--- src/hdl/ntl_consts.svh ---
// constants of the narrowband transparent link block
`ifndef NTL_CONSTS_SVH
`define NTL_CONSTS_SVH

// ----------------------------------------------------------------
// register byte offsets
// ----------------------------------------------------------------
`define NTL_A_CTRL 8'h00
`define NTL_A_PRESET 8'h04
`define NTL_A_CFG 8'h08
`define NTL_A_IVL 8'h0c
`define NTL_A_CSLEN 8'h10
`define NTL_A_STAT 8'h14
`define NTL_A_PLIST 8'h18
`define NTL_TEXT_SEL 2'b01

// ----------------------------------------------------------------
// field positions and reset values
// ----------------------------------------------------------------
`define NTL_CTRL_ONLINE 0
`define NTL_ST_ONLINE 0
`define NTL_ST_ID 1
`define NTL_ST_TXSEEN 2
`define NTL_ST_DROP 3
`define NTL_ST_CNT 8
`define NTL_CFG_RST 12'h250
`define NTL_IVL_RST 8'h0a
`define NTL_PRESET_FIRST 8'h33
`define NTL_PRESET_LAST 8'h45
`define NTL_PLIST_MASK 32'h0007ffff
`define NTL_EMPTY_TXT 40'h456d707479
`define NTL_CS_MAX 16

// ----------------------------------------------------------------
// timing and structure
// ----------------------------------------------------------------
`define NTL_CLK_PERIOD_NS 10
`define NTL_SEC_NS 1000000000
`define NTL_SEC_CYCLES (`NTL_SEC_NS / `NTL_CLK_PERIOD_NS)
`define NTL_MINUTE_S 60
`define NTL_FIRST_ID_MIN 8'h01
`define NTL_BLOCK_LEN 16
`define NTL_FIFO_DEPTH 16
`define NTL_CRC_POLY 16'h1021

`endif

--- src/hdl/ntl_pkg.sv ---
// types and shared arithmetic of the narrowband transparent link block
package ntl_pkg;

  typedef enum logic [2:0] {
    NTL_TX_IDLE,
    NTL_TX_DATA,
    NTL_TX_CRC_HI,
    NTL_TX_CRC_LO,
    NTL_TX_ID
  } ntl_tx_state_t;

  typedef struct packed {
    logic fec;
    logic modsel;
    logic [1:0] bw;
    logic [3:0] rate;
    logic [3:0] proto;
  } ntl_cfg_t;

  typedef struct packed {
    logic [7:0] data;
    logic is_crc;
    logic is_id;
    logic last;
  } ntl_tx_byte_t;

  typedef struct packed {
    logic [7:0] data;
    logic sop;
    logic is_crc;
    logic eob;
  } ntl_rx_byte_t;

  // msb-first crc step; appending the crc high byte first gives zero
  function automatic logic [15:0] ntl_crc_step(logic [15:0] crc,
                                               logic [7:0] d,
                                               logic [15:0] poly);
    logic [15:0] c;
    c = crc ^ {d, 8'h00};
    for (int i = 0; i < 8; i++) begin
      c = c[15] ? ((c << 1) ^ poly) : (c << 1);
    end
    return c;
  endfunction

endpackage

--- src/hdl/ntl_crc.sv ---
// per-block crc accumulator
`timescale 1ns/100ps
module ntl_crc #(
  parameter logic [15:0] POLY = 16'h1021
)(
  input wire logic hclk,
  input wire logic hresetn,
  input wire logic clr,
  input wire logic en,
  input wire logic start,
  input wire logic [7:0] d,
  output logic [15:0] crc
);
  logic [15:0] crc_reg;

  always_ff @(posedge hclk or negedge hresetn) begin
    if (!hresetn) begin
      crc_reg <= 16'h0000;
    end else if (clr) begin
      crc_reg <= 16'h0000;
    end else if (en) begin
      // start restarts the block with this byte as its first
      crc_reg <= ntl_pkg::ntl_crc_step(start ? 16'h0000 : crc_reg, d,
                                       POLY);
    end
  end

  assign crc = crc_reg;
endmodule

--- src/hdl/ntl_link.sv ---
// transparent link framer with station identification scheduling
//
// Functional notes
// no radio receive during identification
// buffer host bytes during identification
// identification length follows call sign text
// text empty by default, reads Empty
// identify one minute after going online
// reidentify each interval with transmit activity
// no identification if empty or idle
// preset overwrites all configuration settings
// each preset selects full link parameters
// report list of supported presets
// start packet at first serial byte
// no master or slave roles
// every received packet accepted, broadcast
// forward received bytes immediately, one each
// packets split into crc protected blocks
// crc failure stops rest of packet
// host writes go online command
// block, polynomial, buffer depth are parameters
// interval restarts, counts only with activity
//
// The placing of the registers and the AHB-Lite interface to the registers were left to the implementer.
`timescale 1ns/100ps
`include "ntl_consts.svh"
module ntl_link #(
  parameter int SEC_CYCLES = `NTL_SEC_CYCLES,
  parameter int MIN_SECONDS = `NTL_MINUTE_S,
  parameter int BLOCK_LEN = `NTL_BLOCK_LEN,
  parameter int FIFO_DEPTH = `NTL_FIFO_DEPTH,
  parameter logic [15:0] CRC_POLY = `NTL_CRC_POLY
)(
  input wire logic hclk,
  input wire logic hresetn,
  input wire logic hsel,
  input wire logic [31:0] haddr,
  input wire logic [1:0] htrans,
  input wire logic hwrite,
  input wire logic [2:0] hsize,
  input wire logic [31:0] hwdata,
  input wire logic hready,
  output logic hreadyout,
  output logic hresp,
  output logic [31:0] hrdata,
  input wire logic hs_in_valid,
  input wire logic [7:0] hs_in_data,
  output logic hs_in_ready,
  output logic hs_out_valid,
  output logic [7:0] hs_out_data,
  output logic rf_tx_valid,
  output ntl_pkg::ntl_tx_byte_t rf_tx,
  input wire logic rf_tx_ready,
  input wire logic rf_rx_valid,
  input wire ntl_pkg::ntl_rx_byte_t rf_rx,
  output logic online,
  output logic id_active
);
  localparam int AW = $clog2(FIFO_DEPTH);
  localparam logic [39:0] EMPTY_TXT = `NTL_EMPTY_TXT;

  // ----------------------------------------------------------------
  // helpers
  // ----------------------------------------------------------------
  function automatic ntl_pkg::ntl_cfg_t preset_cfg(logic [7:0] n);
    case (n)
      8'h33: return `NTL_CFG_RST;
      8'h34: return 12'h251;
      8'h35: return 12'ha52;
      8'h36: return 12'h253;
      8'h37: return 12'h254;
      8'h38: return 12'h255;
      8'h39: return 12'h256;
      8'h3a: return 12'h557;
      8'h3b: return 12'h677;
      8'h3c: return 12'h558;
      8'h3d: return 12'h678;
      8'h3e: return 12'h932;
      8'h3f: return 12'h139;
      8'h40: return 12'hd5a;
      8'h41: return 12'he7a;
      8'h42: return 12'hd5b;
      8'h43: return 12'he7b;
      8'h44: return 12'hd5c;
      8'h45: return 12'he7c;
      default: return `NTL_CFG_RST;
    endcase
  endfunction

  // narrower channels carry fewer link rates
  function automatic logic cfg_ok(ntl_pkg::ntl_cfg_t c);
    case (c.bw)
      2'd0: return c.rate <= 4'd2;
      2'd1: return c.rate <= 4'd5;
      2'd2: return c.rate <= 4'd8;
      default: return 1'b0;
    endcase
  endfunction

  // ----------------------------------------------------------------
  // bus slave: zero wait states, always okay
  // ----------------------------------------------------------------
  logic ap, wr_pend_reg, is_pre, pre_in;
  logic [7:0] wa_reg;
  logic [31:0] hrdata_reg, rd_val;
  logic [3:0] ridx, widx;
  ntl_pkg::ntl_cfg_t cfg_reg;
  logic [7:0] ivl_reg, preset_reg, cs_mem [`NTL_CS_MAX];
  logic [4:0] cs_len_reg;
  logic online_reg, go_online, drop_reg, tx_seen_reg, id_req_reg;
  logic [AW:0] cnt_reg;
  ntl_pkg::ntl_tx_state_t tx_st_reg;

  assign ap = hsel & hready & htrans[1] & (haddr[31:8] == 24'h0);
  assign ridx = haddr[5:2];
  assign widx = wa_reg[5:2];
  assign hreadyout = 1'b1;
  assign hresp = 1'b0;
  assign hrdata = hrdata_reg;

  always_ff @(posedge hclk or negedge hresetn) begin
    if (!hresetn) begin
      wr_pend_reg <= 1'b0;
      wa_reg <= 8'h00;
    end else begin
      wr_pend_reg <= ap & hwrite;
      wa_reg <= haddr[7:0];
    end
  end

  always_comb begin
    rd_val = 32'h0;
    if (haddr[7:6] == `NTL_TEXT_SEL) begin
      if (cs_len_reg == 5'd0) begin
        if (ridx < 4'd5)
          rd_val = {24'h0, EMPTY_TXT[8*(4-int'(ridx)) +: 8]};
      end else if ({1'b0, ridx} < cs_len_reg) begin
        rd_val = {24'h0, cs_mem[ridx]};
      end
    end else begin
      case (haddr[7:0])
        `NTL_A_CTRL: rd_val = {31'h0, online_reg};
        `NTL_A_PRESET: rd_val = {24'h0, preset_reg};
        `NTL_A_CFG: rd_val = {20'h0, cfg_reg};
        `NTL_A_IVL: rd_val = {24'h0, ivl_reg};
        `NTL_A_CSLEN: rd_val = {27'h0, cs_len_reg};
        `NTL_A_STAT: begin
          rd_val[`NTL_ST_ONLINE] = online_reg;
          rd_val[`NTL_ST_ID] = id_active;
          rd_val[`NTL_ST_TXSEEN] = tx_seen_reg;
          rd_val[`NTL_ST_DROP] = drop_reg;
          rd_val[`NTL_ST_CNT +: AW+1] = cnt_reg;
        end
        `NTL_A_PLIST: rd_val = `NTL_PLIST_MASK;
        default: rd_val = 32'h0;
      endcase
    end
  end

  always_ff @(posedge hclk or negedge hresetn) begin
    if (!hresetn)
      hrdata_reg <= 32'h0;
    else if (ap & ~hwrite)
      hrdata_reg <= rd_val;
  end

  // ----------------------------------------------------------------
  // configuration settings
  // ----------------------------------------------------------------
  assign is_pre = wr_pend_reg & (wa_reg == `NTL_A_PRESET);
  assign pre_in = (hwdata[7:0] >= `NTL_PRESET_FIRST) &
                  (hwdata[7:0] <= `NTL_PRESET_LAST) & (hwdata[31:8] == 24'h0);

  always_ff @(posedge hclk or negedge hresetn) begin
    if (!hresetn) begin
      cfg_reg <= `NTL_CFG_RST;
      ivl_reg <= `NTL_IVL_RST;
      preset_reg <= `NTL_PRESET_FIRST;
      cs_len_reg <= 5'd0;
    end else if (is_pre & pre_in) begin
      cfg_reg <= preset_cfg(hwdata[7:0]);
      ivl_reg <= `NTL_IVL_RST;
      cs_len_reg <= 5'd0;
      preset_reg <= hwdata[7:0];
    end else if (wr_pend_reg) begin
      case (wa_reg)
        `NTL_A_CFG: cfg_reg <= hwdata[11:0];
        `NTL_A_IVL: ivl_reg <= hwdata[7:0];
        `NTL_A_CSLEN: cs_len_reg <= (hwdata[7:0] > 8'(`NTL_CS_MAX)) ?
                                    5'(`NTL_CS_MAX) : hwdata[4:0];
        default: ;
      endcase
    end
  end

  always_ff @(posedge hclk) begin
    if (wr_pend_reg && wa_reg[7:6] == `NTL_TEXT_SEL)
      cs_mem[widx] <= hwdata[7:0];
  end

  // one role for every unit: no address filter, no master setting
  assign go_online = wr_pend_reg & (wa_reg == `NTL_A_CTRL) &
                     hwdata[`NTL_CTRL_ONLINE] & ~online_reg & cfg_ok(cfg_reg);

  always_ff @(posedge hclk or negedge hresetn) begin
    if (!hresetn)
      online_reg <= 1'b0;
    else if (go_online)
      online_reg <= 1'b1;
    else if (wr_pend_reg && wa_reg == `NTL_A_CTRL &&
             !hwdata[`NTL_CTRL_ONLINE])
      online_reg <= 1'b0;
  end
  assign online = online_reg;

  // ----------------------------------------------------------------
  // identification scheduler
  // ----------------------------------------------------------------
  logic [31:0] cyc_reg;
  logic [7:0] sec_reg, min_cnt_reg, min_nxt;
  logic first_reg, act_reg, run, tick, expire, restart, data_go, id_go;

  assign run = first_reg | act_reg;
  assign tick = run & (cyc_reg == 32'(SEC_CYCLES - 1)) &
                (sec_reg == 8'(MIN_SECONDS - 1));
  assign min_nxt = min_cnt_reg + 8'h01;
  assign expire = tick & (first_reg ? (min_nxt == `NTL_FIRST_ID_MIN) :
                  (ivl_reg != 8'h00) & (min_nxt >= ivl_reg));
  assign restart = go_online | expire | (data_go & ~run);

  always_ff @(posedge hclk or negedge hresetn) begin
    if (!hresetn) begin
      cyc_reg <= 32'h0;
      sec_reg <= 8'h00;
      min_cnt_reg <= 8'h00;
    end else if (restart || !run) begin
      cyc_reg <= 32'h0;
      sec_reg <= 8'h00;
      min_cnt_reg <= 8'h00;
    end else if (cyc_reg != 32'(SEC_CYCLES - 1)) begin
      cyc_reg <= cyc_reg + 32'h1;
    end else begin
      cyc_reg <= 32'h0;
      sec_reg <= (sec_reg == 8'(MIN_SECONDS - 1)) ? 8'h00 :
                 sec_reg + 8'h01;
      if (tick)
        min_cnt_reg <= min_nxt;
    end
  end

  always_ff @(posedge hclk or negedge hresetn) begin
    if (!hresetn) begin
      first_reg <= 1'b0;
      act_reg <= 1'b0;
      tx_seen_reg <= 1'b0;
      id_req_reg <= 1'b0;
    end else begin
      if (go_online)
        first_reg <= 1'b1;
      else if (expire)
        first_reg <= 1'b0;
      // activity arriving with the expiry opens the next interval
      if (data_go)
        act_reg <= 1'b1;
      else if (expire)
        act_reg <= 1'b0;
      if (data_go)
        tx_seen_reg <= 1'b1;
      if (expire && cs_len_reg != 5'd0 && tx_seen_reg)
        id_req_reg <= 1'b1;
      else if (id_go)
        id_req_reg <= 1'b0;
    end
  end

  // ----------------------------------------------------------------
  // host byte buffer, fills while identification is on the air
  // ----------------------------------------------------------------
  logic [7:0] fifo_mem [FIFO_DEPTH];
  logic [AW-1:0] wp_reg, rp_reg;
  logic push, pop;

  assign hs_in_ready = cnt_reg != (AW+1)'(FIFO_DEPTH);
  assign push = hs_in_valid & hs_in_ready;

  always_ff @(posedge hclk) begin
    if (push)
      fifo_mem[wp_reg] <= hs_in_data;
  end

  // depth must be a power of two: pointers wrap by overflow
  always_ff @(posedge hclk or negedge hresetn) begin
    if (!hresetn) begin
      wp_reg <= '0;
      rp_reg <= '0;
      cnt_reg <= '0;
    end else begin
      if (push)
        wp_reg <= wp_reg + 1'b1;
      if (pop)
        rp_reg <= rp_reg + 1'b1;
      cnt_reg <= cnt_reg + (AW+1)'(push) - (AW+1)'(pop);
    end
  end

  // ----------------------------------------------------------------
  // transmit framer
  // ----------------------------------------------------------------
  logic adv, tx_v_reg, more;
  ntl_pkg::ntl_tx_byte_t tx_reg;
  logic [15:0] blk_reg, tx_crc;
  logic [4:0] id_idx_reg;

  assign adv = ~tx_v_reg | rf_tx_ready;
  assign more = cnt_reg != '0;
  assign id_go = adv & (tx_st_reg == ntl_pkg::NTL_TX_IDLE) & id_req_reg &
                 (cs_len_reg != 5'd0);
  assign data_go = adv & more & ((tx_st_reg == ntl_pkg::NTL_TX_IDLE &&
                   !id_go && online_reg) || (tx_st_reg ==
                   ntl_pkg::NTL_TX_DATA && blk_reg < 16'(BLOCK_LEN)));
  assign pop = data_go;
  assign id_active = tx_st_reg == ntl_pkg::NTL_TX_ID;

  ntl_crc #(.POLY(CRC_POLY)) u_tx_crc (
    .hclk(hclk),
    .hresetn(hresetn),
    .clr(adv & (tx_st_reg == ntl_pkg::NTL_TX_CRC_LO)),
    .en(data_go),
    .start(1'b0),
    .d(fifo_mem[rp_reg]),
    .crc(tx_crc)
  );

  always_ff @(posedge hclk or negedge hresetn) begin
    if (!hresetn) begin
      tx_st_reg <= ntl_pkg::NTL_TX_IDLE;
      tx_v_reg <= 1'b0;
      tx_reg <= '0;
      blk_reg <= 16'h0;
      id_idx_reg <= 5'd0;
    end else if (adv) begin
      tx_v_reg <= 1'b0;
      case (tx_st_reg)
        ntl_pkg::NTL_TX_IDLE: begin
          if (id_go) begin
            tx_st_reg <= ntl_pkg::NTL_TX_ID;
            id_idx_reg <= 5'd0;
          end else if (data_go) begin
            tx_v_reg <= 1'b1;
            tx_reg <= {fifo_mem[rp_reg], 3'b000};
            blk_reg <= 16'h1;
            tx_st_reg <= ntl_pkg::NTL_TX_DATA;
          end
        end
        ntl_pkg::NTL_TX_DATA: begin
          tx_v_reg <= 1'b1;
          if (data_go) begin
            tx_reg <= {fifo_mem[rp_reg], 3'b000};
            blk_reg <= blk_reg + 16'h1;
          end else begin
            tx_reg <= {tx_crc[15:8], 3'b100};
            tx_st_reg <= ntl_pkg::NTL_TX_CRC_HI;
          end
        end
        ntl_pkg::NTL_TX_CRC_HI: begin
          tx_v_reg <= 1'b1;
          // pending identification or a dry buffer closes the packet
          tx_reg <= {tx_crc[7:0], 2'b10, ~more | id_req_reg};
          tx_st_reg <= ntl_pkg::NTL_TX_CRC_LO;
        end
        ntl_pkg::NTL_TX_CRC_LO: begin
          blk_reg <= 16'h0;
          tx_st_reg <= (tx_reg.last) ? ntl_pkg::NTL_TX_IDLE :
                       ntl_pkg::NTL_TX_DATA;
        end
        ntl_pkg::NTL_TX_ID: begin
          if (id_idx_reg == cs_len_reg) begin
            tx_st_reg <= ntl_pkg::NTL_TX_IDLE;
          end else begin
            tx_v_reg <= 1'b1;
            tx_reg <= {cs_mem[id_idx_reg[3:0]], 2'b01,
                       id_idx_reg == cs_len_reg - 5'd1};
            id_idx_reg <= id_idx_reg + 5'd1;
          end
        end
        default: tx_st_reg <= ntl_pkg::NTL_TX_IDLE;
      endcase
    end
  end
  assign rf_tx_valid = tx_v_reg;
  assign rf_tx = tx_reg;

  // ----------------------------------------------------------------
  // receive path
  // ----------------------------------------------------------------
  logic take, bad, fwd, out_v_reg;
  logic [7:0] out_d_reg;
  logic [15:0] rx_crc;

  assign take = rf_rx_valid & online_reg & ~id_active;
  assign bad = ntl_pkg::ntl_crc_step(rx_crc, rf_rx.data, CRC_POLY) !=
               16'h0;
  assign fwd = take & ~rf_rx.is_crc & (rf_rx.sop | ~drop_reg);

  ntl_crc #(.POLY(CRC_POLY)) u_rx_crc (
    .hclk(hclk),
    .hresetn(hresetn),
    .clr(take & rf_rx.eob),
    .en(take & ~rf_rx.eob),
    .start(rf_rx.sop),
    .d(rf_rx.data),
    .crc(rx_crc)
  );

  always_ff @(posedge hclk or negedge hresetn) begin
    if (!hresetn)
      drop_reg <= 1'b0;
    else if (take & rf_rx.sop)
      drop_reg <= 1'b0;
    else if ((take & rf_rx.eob & bad) | (rf_rx_valid & id_active))
      drop_reg <= 1'b1;
  end

  always_ff @(posedge hclk or negedge hresetn) begin
    if (!hresetn) begin
      out_v_reg <= 1'b0;
      out_d_reg <= 8'h00;
    end else begin
      out_v_reg <= fwd;
      if (fwd)
        out_d_reg <= rf_rx.data;
    end
  end
  assign hs_out_valid = out_v_reg;
  assign hs_out_data = out_d_reg;
endmodule

--- config.mk ---
export PLATFORM = sky130hd
export DESIGN_NAME = ntl_link
export DESIGN_NICKNAME = d
export VERILOG_FILES = /design/src/hdl/ntl_pkg.sv /design/src/hdl/ntl_crc.sv /design/src/hdl/ntl_link.sv
export VERILOG_INCLUDE_DIRS = /design/src /design/src/hdl
export SDC_FILE = /design/constraint.sdc
export NUM_CORES = 1
export LEC_CHECK = 0
export BUFFER_PORTS_ARGS = -buffer_cell sky130_fd_sc_hd__buf_2
export CAP_MARGIN = 10
export CORE_MARGIN = 2
export CORE_UTILIZATION = 35
export CTS_BUF_LIST = sky130_fd_sc_hd__clkbuf_4 sky130_fd_sc_hd__clkbuf_8
export DETAILED_ROUTE_END_ITERATION = 8
export SKIP_LAST_GASP = 1
export SYNTH_ARGS = -nofsm -noshare
export SYNTH_HDL_FRONTEND = slang
export SYNTH_HIERARCHICAL = 1
export SYNTH_SLANG_ARGS = --single-unit
--- constraint.sdc ---
create_clock -name hclk -period 4 [get_ports hclk]
set_input_delay 0.2 -clock hclk [delete_from_list [all_inputs] [get_ports hclk]]
set_output_delay 0.2 -clock hclk [all_outputs]
set_load 0.03 [all_outputs]
Word level (Yosys, flattened, before mapping)
Memory sizes are Yosys's and may differ from the RTL's.
Cells that the tools add are included.
Word-level totals
  register bits after elaboration: 218
  logic and storage cells: 329
  input bits: 96
  memories: 2
  RAM bits: 256
  output and inout bits: 58
Operators by class
  magnitude comparators: 10
  bitwise logic cells: 77
  shifts and indexed selects: 1
  reduce and logical (&&, ||, !) cells: 48
  add/sub/neg operators: 11
  muxes and demuxes: 93
  equality and inequality tests: 52
Memory list
  cs_mem: depth 16, bits a word 8, read ports 2, clocked after memory_dff 0, wr ports 1, line ntl_link.sv:108  | logic [7:0] ivl_reg, preset_reg, cs_mem [`NTL_CS_MAX];
  fifo_mem: depth 16, bits a word 8, read ports 1, clocked after memory_dff 0, wr ports 1, line ntl_link.sv:279  | logic [7:0] fifo_mem [FIFO_DEPTH];
Operators by type and width (number)
  13-bit two-way mux: 24
  12-bit one-hot mux with 18 select lines: 1
  16-bit two-way mux: 8
  32-bit two-way mux: 4
  8-bit by 6-bit equality test with 1-bit output, second input constant: 13
  8-bit two-way mux: 11
  3-bit NOT: 24
  8-bit by 7-bit equality test with 1-bit output, second input constant: 6
  24-bit zero test: 2
  16-bit one-hot mux with 3 select lines: 1
  16-bit XOR: 3
  11-bit two-way mux: 4
  11-bit one-hot mux with 4 select lines: 1
  40-bit by 8-bit variable part select with 8-bit output, first input constant: 1
  12-bit two-way mux: 3
  1-bit AND: 34
  32-bit by 1-bit adder with 32-bit output, second input constant: 1
  32-bit by 27-bit equality test with 1-bit output, second input constant: 1
  8-bit by 4-bit equality test with 1-bit output, second input constant: 4
  8-bit by 5-bit equality test with 1-bit output, second input constant: 4
  32-bit by 27-bit != test with 1-bit output, second input constant: 1
  5-bit two-way mux: 6
  4-bit one-hot mux with 7 select lines: 1
  2-bit nonzero test: 13
  56 further kinds: 121

Longest topological paths before layout
  depth after elaboration: 22
  mapped depth: 16
  mapped depth without buffers: 14

Modules after synthesis
The synthesis kept the hierarchy.
By module, submodules not included
  ntl_link: cells an instance 1571, instances 1, seq. area each 11902.7 µm², area each 20447.1 µm²
  ntl_crc (u_rx_crc): cells an instance 116, instances 1, seq. area each 400.4 µm², area each 1111.1 µm²
  ntl_crc (u_tx_crc): cells an instance 117, instances 1, seq. area each 400.4 µm², area each 1111.1 µm²

Worst setup path before layout
Ideal clock, no wire load.
  path kind: register to register
  start point: register rp_reg[0]
  end point: register u_tx_crc.crc_reg[12], in the netlist u_tx_crc/crc[12]
  cell stages (with the launch flop): 11
  buffers on the path: 3
  arrival: 2.925 ns
  required time: 3.862 ns
  setup slack: 0.936 ns
  path through: dfrtp_1 -> buf_2 -> buf_2 -> mux4_2 -> a22oi_1 -> nand2_1 -> xnor2_1 -> or3_1 -> buf_2 -> and4_4 -> or4_1
Between the ends
  longest elaborated chain between the ends: 13
RTL lines
  start: declaration: line ntl_link.sv:280  | logic [AW-1:0] wp_reg, rp_reg;
  start signal: assignment: line ntl_link.sv:301  | rp_reg <= rp_reg + 1'b1;
  memory 16 x 8 bit *
  16-bit XOR *: line ntl_pkg.sv:39  | c = crc ^ {d, 8'h00};
  13-bit two-way mux (3 in a row): line ntl_pkg.sv:41  | c = c[15] ? ((c << 1) ^ poly) : (c << 1);
  13-bit two-way mux *: line ntl_pkg.sv:41
  13-bit two-way mux (3 in a row): line ntl_pkg.sv:41
  3-bit NOT (no source line)
  13-bit two-way mux *: line ntl_pkg.sv:41
  16-bit two-way mux *: line ntl_crc.sv:21  | end else if (en) begin
  16-bit two-way mux *: line ntl_crc.sv:19  | end else if (clr) begin
  end signal: assignment: line ntl_crc.sv:23  | crc_reg <= ntl_pkg::ntl_crc_step(start ? 16'h0000 : crc_reg, d,
  end: declaration: line ntl_crc.sv:14  | logic [15:0] crc_reg;
Every way passes the cells marked *; elsewhere a longest branch is shown, timed or not. The select of a mux whose other input is x is not followed.
A chain may end at the register's enable or synchronous reset.

Worst setup path after layout
  start point: register min_cnt_reg[0]
  end point: register min_cnt_reg[5]
Between the ends
  longest elaborated chain between the ends: 10
RTL lines
  start: declaration: line ntl_link.sv:220  | logic [7:0] sec_reg, min_cnt_reg, min_nxt;
  start signal: assignment: line ntl_link.sv:247  | min_cnt_reg <= min_nxt;
  8-bit by 1-bit adder with 8-bit output *: line ntl_link.sv:226  | assign min_nxt = min_cnt_reg + 8'h01;
  8-bit >= comparator: line ntl_link.sv:228  | (ivl_reg != 8'h00) & (min_nxt >= ivl_reg));
  1-bit AND: line ntl_link.sv:228
  1-bit two-way mux: line ntl_link.sv:227  | assign expire = tick & (first_reg ? (min_nxt == `NTL_FIRST_ID_MIN) :
  1-bit AND: line ntl_link.sv:227
  1-bit OR (2 in a row): line ntl_link.sv:229  | assign restart = go_online | expire | (data_go & ~run);
  1-bit logical OR: line ntl_link.sv:236  | end else if (restart || !run) begin
  2-bit != test (no source line) or 2-bit nonzero test (tied branches)
  2-bit AND reduction (no source line)
Marked as above.

==> results.json <==
{
  "slew_headroom_pct": 35.8,
  "max-clock-path-buffers": 3,
  "seq_area_frac_synth_pct": 56.0,
  "rsz0062_at_grt": "no",
  "cts_tree": "yes",
  "arrival_ns": 4.22,
  "final_nets": 2130,
  "synthesis.area_um2": 22700,
  "slowest_delay_ns": 0.69,
  "place_area_um2": 24200,
  "cpMostUsedCell": "ha_1",
  "io_pins": 154,
  "cts.sinks": 456,
  "clock_latency_ns": 0.70,
  "ir_drop_mv": 0.264,
  "crit_family": "simple AND/OR/NAND/NOR gates",
  "grt_start_max_net_pins": 108,
  "async_flop_share_pct": 43.9,
  "ant_nets": 0,
  "yosysWarnings": 6,
  "synth_mux_area_share_pct": 11.8,
  "rows": 93,
  "synth_edf_count": 256,
  "area_growth_pct": 15.6,
  "cp.required_ns": 4.57,
  "clk_pin_slew_ns": 0.06,
  "end_kind": "register",
  "grt_pass1_vias": 15685,
  "status": "complete, no violations",
  "synth_compound_area_share_pct": 9.00,
  "worstMarginPinSlew_ns": 0.954,
  "post_cts_buffers": 0,
  "synth-xor-area-share_pct": 4.50,
  "grt_pass1_wl_mm": 90.5,
  "pwr_density_cell_nw_per_um2": 460,
  "ys_ff_latch": 456,
  "post_drt_wl_per_cell_um": 20.0,
  "syn-instance-count": 1804,
  "vias": 15575,
  "routed_wirelength_mm": 58.3,
  "synth_top_area_share_pct": 33.9,
  "ys_dominant_reg_cell": "edfxtp_1",
  "path_max_fanout": 10,
  "yosysTopAreaCell": "edfxtp_1",
  "setup_violations": 0,
  "root_buffer": "clkbuf_8",
  "initialDrtViolationCount": 1122,
  "synth.top_cells.by_area": "edfxtp_1, dfrtp_1, mux4_2, nor2_1, xnor2_1",
  "crit_path_start_kind": "register",
  "drc_errors": 0,
  "die-area_um2": 66800,
  "avgSynthCellArea_um2": 12.6,
  "hold_buffers": 41,
  "die_x_um": 259,
  "slowest_stage": "a32oi_1",
  "hold_path.class": "in2reg",
  "drive_gt1_share_pct": 21.6,
  "synth_top_family_by_area": "simple AND/OR/NAND/NOR gates",
  "holdWs_ns": 0.0605,
  "synth_adder_area_share_pct": 1.96,
  "crit_buf_inv": 0,
  "avgViaCountPerCell": 5.34,
  "postLayoutCellArea_um2": 26200,
  "synth_cell_types": 86,
  "grt_overflow_total": 0,
  "cp_cell_sequence": "ha_1 > nand2_1 > nor4_1 > xnor2_1 > ha_1 > and4_1 > o21ai_0 > o31ai_1 > a32oi_1 > nand3_1 > o22ai_1",
  "die-height_um": 259,
  "numCtsBuffers": 80,
  "timing.fmax_ghz": 0.274,
  "grt_use_total_pct": 17.5,
  "routabilityCongestion": 0.857,
  "setup_tns_ns": 0,
  "power_leakage_uw": 0.00990,
  "finalMaxSlewViolations": 0,
  "final_util_pct": 40.8,
  "io_buffers": 134,
  "cts_max_level": 3,
  "design.core.area_um2": 64200,
  "worstSetupPathType": "reg2reg",
  "drv_cap": 0,
  "finalClockSkew_ns": 0.0537,
  "start_util_pct": 35.3,
  "cts-resized-gates": 0,
  "final_min_period_over_clock_period_pct": 91.1,
  "drt-pass1-iter-count": 5,
  "period_minus_slack_ns": 3.65,
  "yosys.area_share.simple_pct": 13.4,
  "hold_violations": 0,
  "antenna_found_initial": 1,
  "hpwl_mm": 40.0
}
-- Yosys cell counts, types with 8 or more instances --
master and instances:
a41oi_1 10, mux4_2 103, nor3_1 36, a21oi_1 68
a211o_1 11, nand2_1 134, buf_1 8, edfxtp_1 256
xnor3_1 8, nor2b_1 33, nand2b_1 28, inv_1 49
nor3b_1 8, xor2_1 32, nand4_1 31, nand3_1 46
a31oi_1 17, buf_2 25, nor4_1 28, mux2i_1 22
or3_1 13, a211oi_1 23, dfrtp_1 191, mux2_2 11
a22oi_1 18, and2_1 17, nor2_1 169, and3_1 15
dfstp_2 9, o22ai_1 9, ha_1 34, o31ai_1 10
clkbuf_1 54, o21ai_0 63, xnor2_1 64, buf_4 25
-- through the flow --
stage	instances	power [uW]	setup WS, ns
final	2915	12000	0.354
after global routing	2915	12600	0.0557
after CTS	2914	12200	0.371
after detailed placement	2731	7930	0.395
after global placement	2731	7880	0.535
after floorplan	1825	7130	0.936
-- kinds of logic (layout without fill, tap and decap cells) --
| family | after synthesis | in the layout |
|---|---|---|
| muxes | 136 | 136 |
| xor gates and xnor gates | 104 | 104 |
| other | 2 | 24 |
| AOI/OAI and AO/OA | 305 | 305 |
| and+or+nand+nor | 603 | 603 |
| DFF | 456 | 456 |
| buffers and inverters | 163 | 397 |
| adders and majority gates | 35 | 35 |
-- power by group --
group	total (uW)	leakage, uW	switching [uW]	internal (uW)
clock	4200	0.000829	1980	2230
sequential	5570	0.00482	254	5320
combinational	2270	0.00426	1340	933
-- cell usage in the layout (no fill, tap or decap), drive strengths merged, types with 29 or more instances in the layout --
cell / n
a21oi: 68
buf: 163
clkbuf: 111
dfrtp: 191
dlygate4sd3: 41
edfxtp: 256
ha: 34
inv: 54
mux4: 103
nand2: 134
nand3: 47
nand4: 31
nor2: 169
nor2b: 33
nor3: 39
nor4: 29
o21ai: 65
xnor2: 64
xor2: 32
-- layer usage --
metal / up-vias / GRT usage (%) / share of wire [%]
li1: 7189 / - / -
met1: 7807 / 23.2 / 43
met2: 478 / 28.6 / 49
met3: 101 / 3.19 / 5.8
met4: 0 / 6.37 / 2.7
met5: - / 0 / 0
-- cell type report --
class | count | area (um2)
fill | 6054 | 38000
sequential | 456 | 12700
multi-input combinational | 1206 | 9310
timing repair buffer | 205 | 1380
clock buffer | 110 | 1360
tap | 855 | 1070
clock inverter | 32 | 201
inverter | 50 | 188
antenna | 1 | 2.50
-- final timing paths --
check	start	end	slack (ns)	cells after the start
setup reg to reg	min_cnt_reg[0]	min_cnt_reg[5]	0.35	11
setup / recovery	min_cnt_reg[0]	min_cnt_reg[5]	0.35	11
max in group asynchronous	hresetn	u_rx_crc/crc[15]	2.87	3
hold reg to reg	preset_reg[0]	preset_reg[0]	0.47	2
min in group asynchronous	hresetn	u_rx_crc/crc[11]	0.18	2
hold / removal	hwdata[1]	cs_mem[14][1]	0.06	1
No activity file was read; power rests on OpenSTA's default activity.
